$ cat src/design/bsp_pkg.sv
// Constants shared by the burst memory port controller and its write queue
package bsp_pkg;
	localparam int DATA_W = 36;
	localparam int BYTE_W = 9;
	localparam int NBYTE = 4;
	localparam int AW = 4;
	localparam int MEM_DEPTH = 16;
	localparam int FIFO_DEPTH = 32;
	localparam int IN_W = 6 + AW + DATA_W + NBYTE;
	// Write queue entry layout
	localparam int FE_M0_LSB = 0;
	localparam int FE_W0_LSB = FE_M0_LSB + NBYTE;
	localparam int FE_M1_LSB = FE_W0_LSB + DATA_W;
	localparam int FE_W1_LSB = FE_M1_LSB + NBYTE;
	localparam int FE_A_LSB = FE_W1_LSB + DATA_W;
	localparam int FE_W = FE_A_LSB + AW;
	// Byte lanes usable in the narrow and wide configurations
	localparam logic [NBYTE-1:0] X18_LANES = 4'h3;
	localparam logic [NBYTE-1:0] X36_LANES = 4'hf;
	// Read launch positions counted in clock-edge slots
	localparam int RD_PIPE = 6;
	localparam logic [2:0] LAT_PLL = 3'h5;
	localparam logic [2:0] LAT_LEGACY = 3'h2;
	// Timing
	localparam int CLK_NS = 40;
	localparam int CLK_MHZ = 25;
	localparam int PLL_LOCK_US = 100;
	localparam int LOCK_CYC_I = PLL_LOCK_US * CLK_MHZ;
	localparam logic [11:0] LOCK_CYC = 12'(LOCK_CYC_I);
	localparam int STOP_NS = 30;
	localparam int STOP_CYC_I = (STOP_NS + CLK_NS - 1) / CLK_NS;
	localparam logic [3:0] STOP_CYC =
		4'((STOP_CYC_I < 1) ? 1 : STOP_CYC_I);
	// Reset values
	localparam logic [IN_W-1:0] SYNC_RST = '0;
	localparam logic [DATA_W-1:0] Q_RST = 36'h0_0000_0000;
	localparam logic Q_OE_N_RST = 1'b1;
	typedef enum logic [0:0] {
		BSP_WR_IDLE = 1'b0,
		BSP_WR_HALF = 1'b1
	} bsp_wr_e;
endpackage : bsp_pkg

$ cat src/design/bsp_fifo_if.sv
// Valid/ready carrier between the port controller and its write queue
`timescale 1ns/1ps
`default_nettype none
interface bsp_fifo_if #(parameter int W = 8);
	logic in_valid;
	logic in_ready;
	logic [W-1:0] in_data;
	logic out_valid;
	logic out_ready;
	logic [W-1:0] out_data;
	modport fifo (input in_valid, input in_data, output in_ready,
		output out_valid, output out_data, input out_ready);
	modport user (output in_valid, output in_data, input in_ready,
		input out_valid, input out_data, output out_ready);
endinterface : bsp_fifo_if
`default_nettype wire

$ cat src/design/bsp_port_ctrl.sv
// Burst memory port controller: read and write ports, clock lock, byte masks
// Function
// - With PLL enabled, lock comes 100 us after a stable clock, no reset.
// - Both clocks stopped at least 30 ns resets the PLL lock.
// - PLL disable pin low: PLL off, one-cycle read latency mode.
// - Write: select low at K rise takes word 0; K_n rise takes address, word 1.
// - Read: select low at K rise latches address; data 2.5 cycles later with PLL enabled.
// - Burst words go to the latched address, then the next address.
// - After reset both ports idle and read outputs are high impedance.
// - Write data taken and read data launched on rises of both clocks.
// - Narrow mode: byte select 0 writes bits 8:0, select 1 bits 17:9.
// - Narrow mode: both selects high writes nothing for that half.
// - Wide mode: four byte selects write the four 9-bit lanes per half.
// - Wide mode: all four selects high writes nothing for that half.
// - Read deselect: finish pending reads, then high-Z after next K_n rise.
`timescale 1ns/1ps
`default_nettype none
module bsp_port_ctrl (
	input wire logic clk,
	input wire logic reset_n,
	input wire logic k,
	input wire logic k_n,
	input wire logic pll_disable_pin,
	input wire logic cfg_x18,
	input wire logic read_port_select_n,
	input wire logic write_port_select_n,
	input wire logic [bsp_pkg::AW-1:0] addr,
	input wire logic [bsp_pkg::DATA_W-1:0] d,
	input wire logic [bsp_pkg::NBYTE-1:0] byte_write_select_n,
	output logic [bsp_pkg::DATA_W-1:0] q,
	output logic q_oe_n,
	output logic pll_locked,
	output logic wr_ready
);
	localparam int AW = bsp_pkg::AW;
	localparam int DW = bsp_pkg::DATA_W;
	localparam int NB = bsp_pkg::NBYTE;
	localparam int BW = bsp_pkg::BYTE_W;
	localparam int RP = bsp_pkg::RD_PIPE;

	// Pin synchroniser
	logic [bsp_pkg::IN_W-1:0] s1_q, s1_d, s2_q, s2_d;
	logic kp_q, kp_d, knp_q, knp_d;
	logic sk, skn, s_pll_dis, s_x18, s_rps_n, s_wps_n;
	logic [AW-1:0] s_addr;
	logic [DW-1:0] s_d;
	logic [NB-1:0] s_bws_n;

	always_comb begin
		s1_d = {k, k_n, pll_disable_pin, cfg_x18, read_port_select_n,
			write_port_select_n, addr, d, byte_write_select_n};
		s2_d = s1_q;
		kp_d = sk;
		knp_d = skn;
	end

	always_ff @(posedge clk) begin
		if (!reset_n) begin
			s1_q <= bsp_pkg::SYNC_RST;
			s2_q <= bsp_pkg::SYNC_RST;
			kp_q <= 1'b0;
			knp_q <= 1'b0;
		end else begin
			s1_q <= s1_d;
			s2_q <= s2_d;
			kp_q <= kp_d;
			knp_q <= knp_d;
		end
	end

	assign {sk, skn, s_pll_dis, s_x18, s_rps_n, s_wps_n, s_addr, s_d,
		s_bws_n} = s2_q;

	logic k_rise, kn_rise, any_edge, stopped;
	assign k_rise = sk && !kp_q;
	assign kn_rise = skn && !knp_q;
	assign any_edge = k_rise || kn_rise;

	// Clock stop detection and lock timer
	logic [3:0] idle_q, idle_d;
	logic [11:0] lock_q, lock_d;
	logic locked_q, locked_d;
	logic ops_en;

	// A clk cycle with no edge counts as stopped
	assign stopped = !any_edge && (idle_q >= 4'(bsp_pkg::STOP_CYC - 1'b1));
	// Legacy mode runs without waiting for lock
	assign ops_en = !s_pll_dis || locked_q;

	always_comb begin
		idle_d = idle_q;
		lock_d = lock_q;
		locked_d = locked_q;
		if (any_edge) begin
			idle_d = '0;
		end else if (idle_q < bsp_pkg::STOP_CYC) begin
			idle_d = 4'(idle_q + 1'b1);
		end
		if (stopped || !s_pll_dis) begin
			lock_d = '0;
			locked_d = 1'b0;
		end else if (!locked_q) begin
			lock_d = 12'(lock_q + 1'b1);
			if (lock_q == 12'(bsp_pkg::LOCK_CYC - 1'b1)) begin
				locked_d = 1'b1;
			end
		end
	end

	always_ff @(posedge clk) begin
		if (!reset_n) begin
			idle_q <= '0;
			lock_q <= '0;
			locked_q <= 1'b0;
		end else begin
			idle_q <= idle_d;
			lock_q <= lock_d;
			locked_q <= locked_d;
		end
	end

	// Write queue between capture and the array
	bsp_fifo_if #(.W(bsp_pkg::FE_W)) wq ();

	bsp_fifo #(.W(bsp_pkg::FE_W), .DEPTH(bsp_pkg::FIFO_DEPTH)) u_wq (
		.clk(clk),
		.reset_n(reset_n),
		.fif(wq)
	);

	// Write capture
	bsp_pkg::bsp_wr_e wst_q, wst_d;
	logic [DW-1:0] w0_q, w0_d;
	logic [NB-1:0] m0_q, m0_d;
	logic push_q, push_d;
	logic [bsp_pkg::FE_W-1:0] entry_q, entry_d;
	logic [NB-1:0] lane_ok, s_mask;

	// Narrow mode keeps the upper two lanes shut
	always_comb begin
		if (s_x18) begin
			lane_ok = bsp_pkg::X18_LANES;
		end else begin
			lane_ok = bsp_pkg::X36_LANES;
		end
	end
	assign s_mask = ~s_bws_n & lane_ok;

	always_comb begin
		wst_d = wst_q;
		w0_d = w0_q;
		m0_d = m0_q;
		push_d = 1'b0;
		entry_d = entry_q;
		case (wst_q)
			bsp_pkg::BSP_WR_IDLE: begin
				// Full queue refuses a new write
				if (k_rise && !s_wps_n && ops_en && wq.in_ready) begin
					w0_d = s_d;
					m0_d = s_mask;
					wst_d = bsp_pkg::BSP_WR_HALF;
				end
			end
			bsp_pkg::BSP_WR_HALF: begin
				if (kn_rise) begin
					entry_d = {s_addr, s_d, s_mask, w0_q, m0_q};
					push_d = 1'b1;
					wst_d = bsp_pkg::BSP_WR_IDLE;
				end
			end
			default: begin
				wst_d = bsp_pkg::BSP_WR_IDLE;
			end
		endcase
	end

	always_ff @(posedge clk) begin
		if (!reset_n) begin
			wst_q <= bsp_pkg::BSP_WR_IDLE;
			w0_q <= '0;
			m0_q <= '0;
			push_q <= 1'b0;
			entry_q <= '0;
		end else begin
			wst_q <= wst_d;
			w0_q <= w0_d;
			m0_q <= m0_d;
			push_q <= push_d;
			entry_q <= entry_d;
		end
	end

	assign wq.in_valid = push_q;
	assign wq.in_data = entry_q;
	// Clock stop stalls the queue drain
	assign wq.out_ready = !stopped;

	// Storage, one array per byte lane
	// Array contents are not reset
	logic pop;
	logic [AW-1:0] wa0, wa1, sel_a;
	logic [DW-1:0] rd_word;
	assign pop = wq.out_valid && wq.out_ready;
	assign wa0 = wq.out_data[bsp_pkg::FE_A_LSB +: AW];
	assign wa1 = AW'(wa0 + 1'b1);

	genvar b;
	generate
		for (b = 0; b < NB; b++) begin : g_lane
			logic [BW-1:0] ln_q [bsp_pkg::MEM_DEPTH];
			logic [BW-1:0] ln_d [bsp_pkg::MEM_DEPTH];
			always_comb begin
				ln_d = ln_q;
				if (pop && wq.out_data[bsp_pkg::FE_M0_LSB + b]) begin
					ln_d[wa0] = wq.out_data[bsp_pkg::FE_W0_LSB + b*BW +: BW];
				end
				if (pop && wq.out_data[bsp_pkg::FE_M1_LSB + b]) begin
					ln_d[wa1] = wq.out_data[bsp_pkg::FE_W1_LSB + b*BW +: BW];
				end
			end
			always_ff @(posedge clk) begin
				ln_q <= ln_d;
			end
			assign rd_word[b*BW +: BW] = ln_q[sel_a];
		end
	endgenerate

	// Read pipeline, advanced on every clock edge
	logic [RP-1:0] rv_q, rv_d;
	logic [AW-1:0] ra_q [RP];
	logic [AW-1:0] ra_d [RP];
	logic [2:0] lat;
	logic [DW-1:0] q_q, q_d, rd_mask;
	logic q_oe_n_q, q_oe_n_d;
	logic locked_out_q, wr_ready_q;

	// Launch slot of word 0 for the selected mode
	always_comb begin
		if (s_pll_dis) begin
			lat = bsp_pkg::LAT_PLL;
		end else begin
			lat = bsp_pkg::LAT_LEGACY;
		end
	end

	// Word 0 reads the latched address, word 1 the next one
	always_comb begin
		if (rv_q[lat - 3'h1]) begin
			sel_a = ra_q[lat - 3'h1];
		end else begin
			sel_a = AW'(ra_q[lat] + 1'b1);
		end
	end

	// Upper lanes read as zero in narrow mode
	always_comb begin
		if (s_x18) begin
			rd_mask = {{(DW-2*BW){1'b0}}, {(2*BW){1'b1}}};
		end else begin
			rd_mask = {DW{1'b1}};
		end
	end

	always_comb begin
		rv_d = rv_q;
		ra_d = ra_q;
		q_d = q_q;
		q_oe_n_d = q_oe_n_q;
		if (any_edge) begin
			rv_d = {rv_q[RP-2:0], k_rise && !s_rps_n && ops_en};
			ra_d[0] = s_addr;
			for (int i = 1; i < RP; i++) begin
				ra_d[i] = ra_q[i-1];
			end
			if (rv_q[lat - 3'h1] || rv_q[lat]) begin
				q_d = rd_word & rd_mask;
				q_oe_n_d = 1'b0;
			end else if (kn_rise) begin
				q_oe_n_d = 1'b1;
			end
		end
	end

	always_ff @(posedge clk) begin
		if (!reset_n) begin
			rv_q <= '0;
			q_q <= bsp_pkg::Q_RST;
			q_oe_n_q <= bsp_pkg::Q_OE_N_RST;
			locked_out_q <= 1'b0;
			wr_ready_q <= 1'b0;
		end else begin
			rv_q <= rv_d;
			q_q <= q_d;
			q_oe_n_q <= q_oe_n_d;
			locked_out_q <= locked_q;
			wr_ready_q <= wq.in_ready;
		end
		ra_q <= ra_d;
	end

	assign q = q_q;
	assign q_oe_n = q_oe_n_q;
	assign pll_locked = locked_out_q;
	assign wr_ready = wr_ready_q;
endmodule : bsp_port_ctrl
`default_nettype wire

$ cat src/design/bsp_fifo.sv
// Flip-flop FIFO with valid and ready on both sides
`timescale 1ns/1ps
`default_nettype none
module bsp_fifo #(
	parameter int W = 8,
	parameter int DEPTH = 32
) (
	input wire logic clk,
	input wire logic reset_n,
	bsp_fifo_if.fifo fif
);
	localparam int PW = $clog2(DEPTH);
	localparam int CW = $clog2(DEPTH + 1);
	logic [W-1:0] mem_q [DEPTH];
	logic [W-1:0] mem_d [DEPTH];
	logic [PW-1:0] wp_q, wp_d, rp_q, rp_d;
	logic [CW-1:0] cnt_q, cnt_d;
	logic push, pop;

	assign fif.in_ready = (cnt_q != CW'(DEPTH));
	assign fif.out_valid = (cnt_q != '0);
	assign fif.out_data = mem_q[rp_q];
	assign push = fif.in_valid && fif.in_ready;
	assign pop = fif.out_valid && fif.out_ready;

	always_comb begin
		mem_d = mem_q;
		wp_d = wp_q;
		rp_d = rp_q;
		cnt_d = cnt_q;
		if (push) begin
			mem_d[wp_q] = fif.in_data;
			wp_d = PW'(wp_q + 1'b1);
		end
		if (pop) begin
			rp_d = PW'(rp_q + 1'b1);
		end
		if (push && !pop) begin
			cnt_d = CW'(cnt_q + 1'b1);
		end else if (pop && !push) begin
			cnt_d = CW'(cnt_q - 1'b1);
		end
	end

	always_ff @(posedge clk) begin
		if (!reset_n) begin
			wp_q <= '0;
			rp_q <= '0;
			cnt_q <= '0;
		end else begin
			wp_q <= wp_d;
			rp_q <= rp_d;
			cnt_q <= cnt_d;
		end
		mem_q <= mem_d;
	end
endmodule : bsp_fifo
`default_nettype wire

$ cat config.mk
export PLATFORM = sky130hd
export DESIGN_NAME = bsp_port_ctrl
export DESIGN_NICKNAME = d
export VERILOG_FILES = /design/src/design/bsp_pkg.sv /design/src/design/bsp_fifo_if.sv /design/src/design/bsp_port_ctrl.sv /design/src/design/bsp_fifo.sv
export SDC_FILE = /design/constraint.sdc
export NUM_CORES = 2
export LEC_CHECK = 0
export ABC_CLOCK_PERIOD_IN_PS = 14650
export BUFFER_PORTS_ARGS = -buffer_cell sky130_fd_sc_hd__buf_2
export CORE_MARGIN = 1.5
export CORE_UTILIZATION = 25
export CTS_BUF_LIST = sky130_fd_sc_hd__clkbuf_8 sky130_fd_sc_hd__clkbuf_16
export CTS_CLUSTER_DIAMETER = 120
export DETAILED_ROUTE_END_ITERATION = 7
export GPL_ROUTABILITY_DRIVEN = 0
export HOLD_SLACK_MARGIN = 0.05
export PLACE_DENSITY_LB_ADDON = 0.08
export SETUP_SLACK_MARGIN = 0.3
export SLEW_MARGIN = 20
export SYNTH_ARGS = -nofsm -noshare
export SYNTH_HDL_FRONTEND = slang
export SYNTH_SLANG_ARGS = --single-unit
$ cat constraint.sdc
create_clock -name clk -period 14.65 [get_ports clk]
set_clock_uncertainty 0.15 [all_clocks]
set_input_delay 0.7325 -clock clk [delete_from_list [all_inputs] [get_ports clk]]
set_output_delay 0.7325 -clock clk [all_outputs]
set_load 0.05 [all_outputs]
Word level (Yosys, flattened, before mapping)
Cells that the tools add are included.

storage, ports and cells
  flip-flop bits (word level) = 3594
  input port bits = 52
  word-level logic and storage cells = 267

operators by class
  add/subtract/negate cells = 9
  order comparisons = 14
  equality and inequality tests = 2
  mux-type cells = 62
  bitwise logic cells = 12
  reduce and logical (&&, ||, !) cells = 46

operator list
  kind                                                                  number
  2688-bit bitwise mux                                                  1
  144-bit bitwise mux                                                   8
  144-bit 2-to-1 mux                                                    8
  84-bit binary-select mux with 5-bit select                            1
  84-bit demux with 5-bit select                                        1
  84-bit 2-to-1 mux                                                     3
  9-bit binary-select mux with 4-bit select                             4
  9-bit 2-to-1 mux                                                      10
  9-bit demux with 4-bit select                                         2
  36-bit AND                                                            1
  36-bit 2-to-1 mux                                                     1
  4-bit binary-select mux with 3-bit select                             2
  4-bit 2-to-1 mux                                                      6
  1-bit logical AND                                                     23
  5-bit greater-or-equal comparator, second input constant              3
  4-bit inverter with 5-bit output                                      3
  12-bit by 1-bit adder with 12-bit output, second input constant       1
  4-bit by 1-bit adder with 4-bit output, second input constant         3
  12-bit == test, second input constant                                 1
  6-bit greater-or-equal comparator, second input constant              2
  6-bit 2-to-1 mux                                                      2
  5-bit inverter with 6-bit output                                      2
  5-bit by 1-bit adder with 5-bit output, second input constant         2
  5-bit by 1-bit < comparator with 1-bit output, second input constant  2
  23 further kinds                                                      53

Depth between registers and ports, before layout
  word-level depth = 13
  mapped depth = 16
  depth with buffers taken out = 14

Cells and area by module
From an unflattened synthesis, not the netlist that was laid out.

second synthesis, totals
  cells, all modules = 8762
  area total of the unflattened synthesis = 141076.6 um2

by module, submodules not included
  module         instances  cells each  area each (um2)  sequential area each (um2)
  bsp_fifo       1          4595        102158.0         81037.7
  bsp_port_ctrl  1          4167        38918.6          17977.2

Worst setup path after synthesis
OpenSTA, ideal clock, no wires.

  kind = register to register
  start point = register u_wq.cnt_q[0]
  end point = register u_wq.mem_q[1344] (netlist name) (enable)
  library setup time = 528 ps
  data arrival time = 4788 ps
  path slack = 9184 ps
  stages on the path, launching flop included = 7
  buffers on the path = 1
  path through = dfxtp_1 inv_1 nand3_1 and2_1 clkbuf_1 nand2_1 nor2_1

on the way
  longest elaborated chain between the ends = 2

RTL lines
  item                    line            source
  from (decl)             bsp_fifo.sv:17  logic [CW-1:0] cnt_q, cnt_d;
  from (signal assigned)  bsp_fifo.sv:53  cnt_q <= cnt_d;
  6-bit inequality test   bsp_fifo.sv:20  assign fif.in_ready = (cnt_q != CW'(DEPTH));
  1-bit logical AND       bsp_fifo.sv:23  assign push = fif.in_valid && fif.in_ready;
  net u_wq.push           bsp_fifo.sv:18  logic push, pop;
  to (signal assigned)    bsp_fifo.sv:55  mem_q <= mem_d;
  to (decl)               bsp_fifo.sv:14  logic [W-1:0] mem_q [DEPTH];

The timed path passes the listed nets, and every way through them passes these cells.
A chain may end at the register's enable or synchronous reset.

==> results.py <==
metrics = {
    "floorplanning": {
        "die_area_mm2": 0.583,
        "die_h_um": 764,
        "rows": 279,
        "die_w_um": 764,
        "start_util_pct": 25.1,
        "io-pin-count": 91,
        "core_mm2": 0.577,
    },
    "timing": {
        "setup_ws_ps": 7710,
        "slew_viol_final": 0,
        "rsz0062_at_grt": "no",
        "setup_violations": 0,
        "setup_tns_ps": 0,
        "max_freq_ghz": 0.144,
        "fin_crit_ps": 6940,
        "finalHoldViolCount": 0,
        "slew_headroom_pct": 20.4,
        "tightestPinTransition_ps": 1190,
        "fin_crit_sh_pct": 47.4,
    },
    "power_and_ir_drop": {
        "switchingPower_mw": 7.98,
        "power_frac_clock_pct": 38.4,
        "power_density_mw_per_mm2": 163,
        "power_leakage_nw": 53.6,
        "vdd_drop_max_uv": 109,
        "power_frac_seq_pct": 42.8,
        "switching_share_pct": 28.9,
        "p_comb_share_pct": 18.8,
        "internal-power_mw": 19.6,
    },
    "critical_path": {
        "worstPathRequired_ps": 15430,
        "ff2ff_setup_slack_ps": 7710,
        "endpoint_kind": "flop",
        "path_max_fanout": 48,
        "crit_arrival_ps": 7720,
        "cp-start-kind": "flop",
        "path_class": "reg2reg",
    },
    "run_status": {
        "status": "finished, violations left",
        "violations": "design-rule violations",
    },
    "cells_and_area": {
        "fin_cells": 17352,
        "final_layout_size_suffix_gt1_share_pct": 23.0,
        "seqCellArea_mm2": 0.0991,
        "fin_nets": 9319,
        "multi_input_area_mm2": 0.0424,
        "n_fill_cell": 57385,
        "syn_to_final_growth_pct": 16.6,
    },
    "placed_design": {
        "dp_cells": 16487,
        "io_buffers": 90,
        "pre_cts_ws_ps": 7690,
        "dpl.hpwl_um": 291000,
    },
    "route": {
        "drt_wl_total_um": 535000,
        "ant_nets": 0,
        "vias": 85109,
        "via_per_inst": 4.90,
        "drt_iter0_drc": 6830,
        "first_pass_iters": 8,
        "wl_per_cell_um": 30.8,
        "remaining_drc_errors": 6,
    },
    "global_routing": {
        "antenna_found_initial": 19,
        "grt_first_pass_wirelength_um": 736000,
        "track_usage_pct": 17.8,
        "grt_pass1_vias": 87630,
        "grt_max_degree": 113,
        "gr-total-overflow": 0,
    },
    "clock_tree": {
        "cts-buffers-inserted": 428,
        "clock_sinks": 3590,
        "postCtsSetupBuffers": 0,
        "cts_buffer_depth": 4,
        "clk_latency_ps": 1040,
        "root_buffer": "clkbuf_16",
        "cts_hold_buf": 64,
        "cts_tree": "yes",
        "cts_resized": 0,
        "htreeDepth": 5,
        "clk_pin_slew_ps": 60,
    },
    "synth": {
        "syn_area_mm2": 0.145,
        "syn_area_per_cell_um2": 15.9,
        "synth_edf_count": 2712,
        "async_flop_share_pct": 0,
        "ys_types": 90,
        "yosysSeqAreaShare_pct": 68.4,
        "ys.flop_type": "edfxtp_1",
        "yosys_warnings": 0,
        "synth_nets": 9150,
        "ys_seq_elements": 3590,
        "syn_inst": 9085,
    },
    "job": {
        "max_cap_viol_count": 0,
    },
    "hold_path": {
        "hold_class": "reg2reg",
    },
}
-- state kept, by name, indices dropped and copies added, names as in the netlist, 6 cells and up --
register / cells
g_lane.ln_q: 576
u_wq.mem_q: 2688
rv_q: 6
s2_q: 50
u_wq.cnt_q: 6
q: 36
lock_q: 12
ra_q: 24
entry_q: 84
w0_q: 36
s1_q: 50
-- worst max-delay path, cell delays in order, from the launching register on --
cell and delay [ps]:
dfxtp_4 910, buf_4 810, buf_4 800, mux4_2 610, a22oi_1 210, nand3_1 260
and2_2 350, buf_4 340, nor4_4 930, buf_4 650, nand2_1 440, a31oi_1 260
-- per-stage QoR --
stage,power (mW),hold WS [ps],util (%),cell area (um^2)
finish,27.6,270,29.2,169000
global route,28.7,225,29.2,169000
CTS,28.0,145,29.2,169000
detailed placement,17.2,259,26.7,154000
global placement,17.2,254,26.7,154000
floorplan,15.6,250,-,145000
-- cell usage after synthesis, types with 20 or more instances --
cell      number  area, um^2
a211oi_1      78         586
a21oi_1      316        1580
a22o_1        59         517
a22oi_1      144        1080
a31oi_1      390        2440
and2_1       112         701
and3_1        45         282
buf_1         20        75.1
buf_2        246        1230
buf_4         79         593
buf_6         47         529
clkbuf_1     288        1080
dfxtp_1      878       17600
edfxtp_1    2712       81400
mux2_2       201        2260
mux2i_1      218        2180
mux4_2       779       17500
nand2_1      922        3460
nand2_2       30         188
nand3_1       21         105
nand4_1       29         181
nand4_2       26         325
nor2_1       475        1780
nor3_1       220        1100
o211ai_1      78         586
o21ai_0      325        1630
o31ai_1       91         683
-- placed cells by master, fill, tap and decap left out, types with 89 or more instances in the layout --
cell type  synthesis  layout
edfxtp_1        2712    2712
nand2_1          922     917
dfxtp_1          878     832
mux4_2           779     779
nor2_1           475     437
clkbuf_16          0     433
a31oi_1          390     390
o21ai_0          325     325
a21oi_1          316     316
buf_4             79     263
nor3_1           220     220
mux2i_1          218     217
mux2_2           201     201
a22oi_1          144     143
inv_1              7     119
and2_1           112     108
o31ai_1           91      90
buf_2            246      89
-- worst paths after layout --
path | from | endpoint | cells after the start
max | u_wq.rp_q[1]$_SDFFE_PN0P_ | g_lane[0].ln_q[37]$_DFF_P_ | 11
max reg2reg | u_wq.rp_q[1]$_SDFFE_PN0P_ | g_lane[0].ln_q[37]$_DFF_P_ | 11
min | ra_q[11]$_DFFE_PP_ | ra_q[7]$_DFFE_PP_ | 0
min reg2reg | ra_q[11]$_DFFE_PP_ | ra_q[7]$_DFFE_PP_ | 0
-- layer usage --
layer	vias up	track usage, %	wire length (um)
met2	2188	30.2	259000
met5	-	0	20
met4	2	3.88	11700
li1	36113	-	-
met3	692	2.13	21000
met1	46114	24.6	243000
-- logic make-up (layout without fill, tap and decap cells) --
group,after synthesis,after routing,share of synthesized area [%]
adder cells (fa/ha/maj),13,13,0.118
multiplexers,1227,1227,15.6
XOR/XNOR,24,24,0.145
buffers and inverters,703,1238,2.62
flip-flops,3590,3590,68.4
AO/OA/AOI/OAI,1574,1574,6.90
AND/OR/NAND/NOR,1954,1954,6.14
other,0,5,0
-- power groups by stage --
| stage | clock network, mW | logic, mW | registers [mW] |
|---|---|---|---|
| after floorplan | 0 | 3.73 | 11.9 |
| after global placement | 0 | 5.21 | 12.0 |
| after detailed placement | 0 | 5.24 | 12.0 |
| after CTS | 10.9 | 5.26 | 11.8 |
| after global routing | 11.3 | 5.55 | 11.9 |
| final | 10.6 | 5.18 | 11.8 |
-- cell type report --
cell class | count | area share [%]
diodes | 5 | 0.00742
clock buffers | 492 | 6.91
clock inverters | 304 | 1.46
inverters | 10 | 0.0312
multi-input cells | 4792 | 25.1
flip-flops and latches | 3590 | 58.8
well taps | 7727 | 5.73
repair buffers | 432 | 2.00
Power figures use the tool's default switching activity.
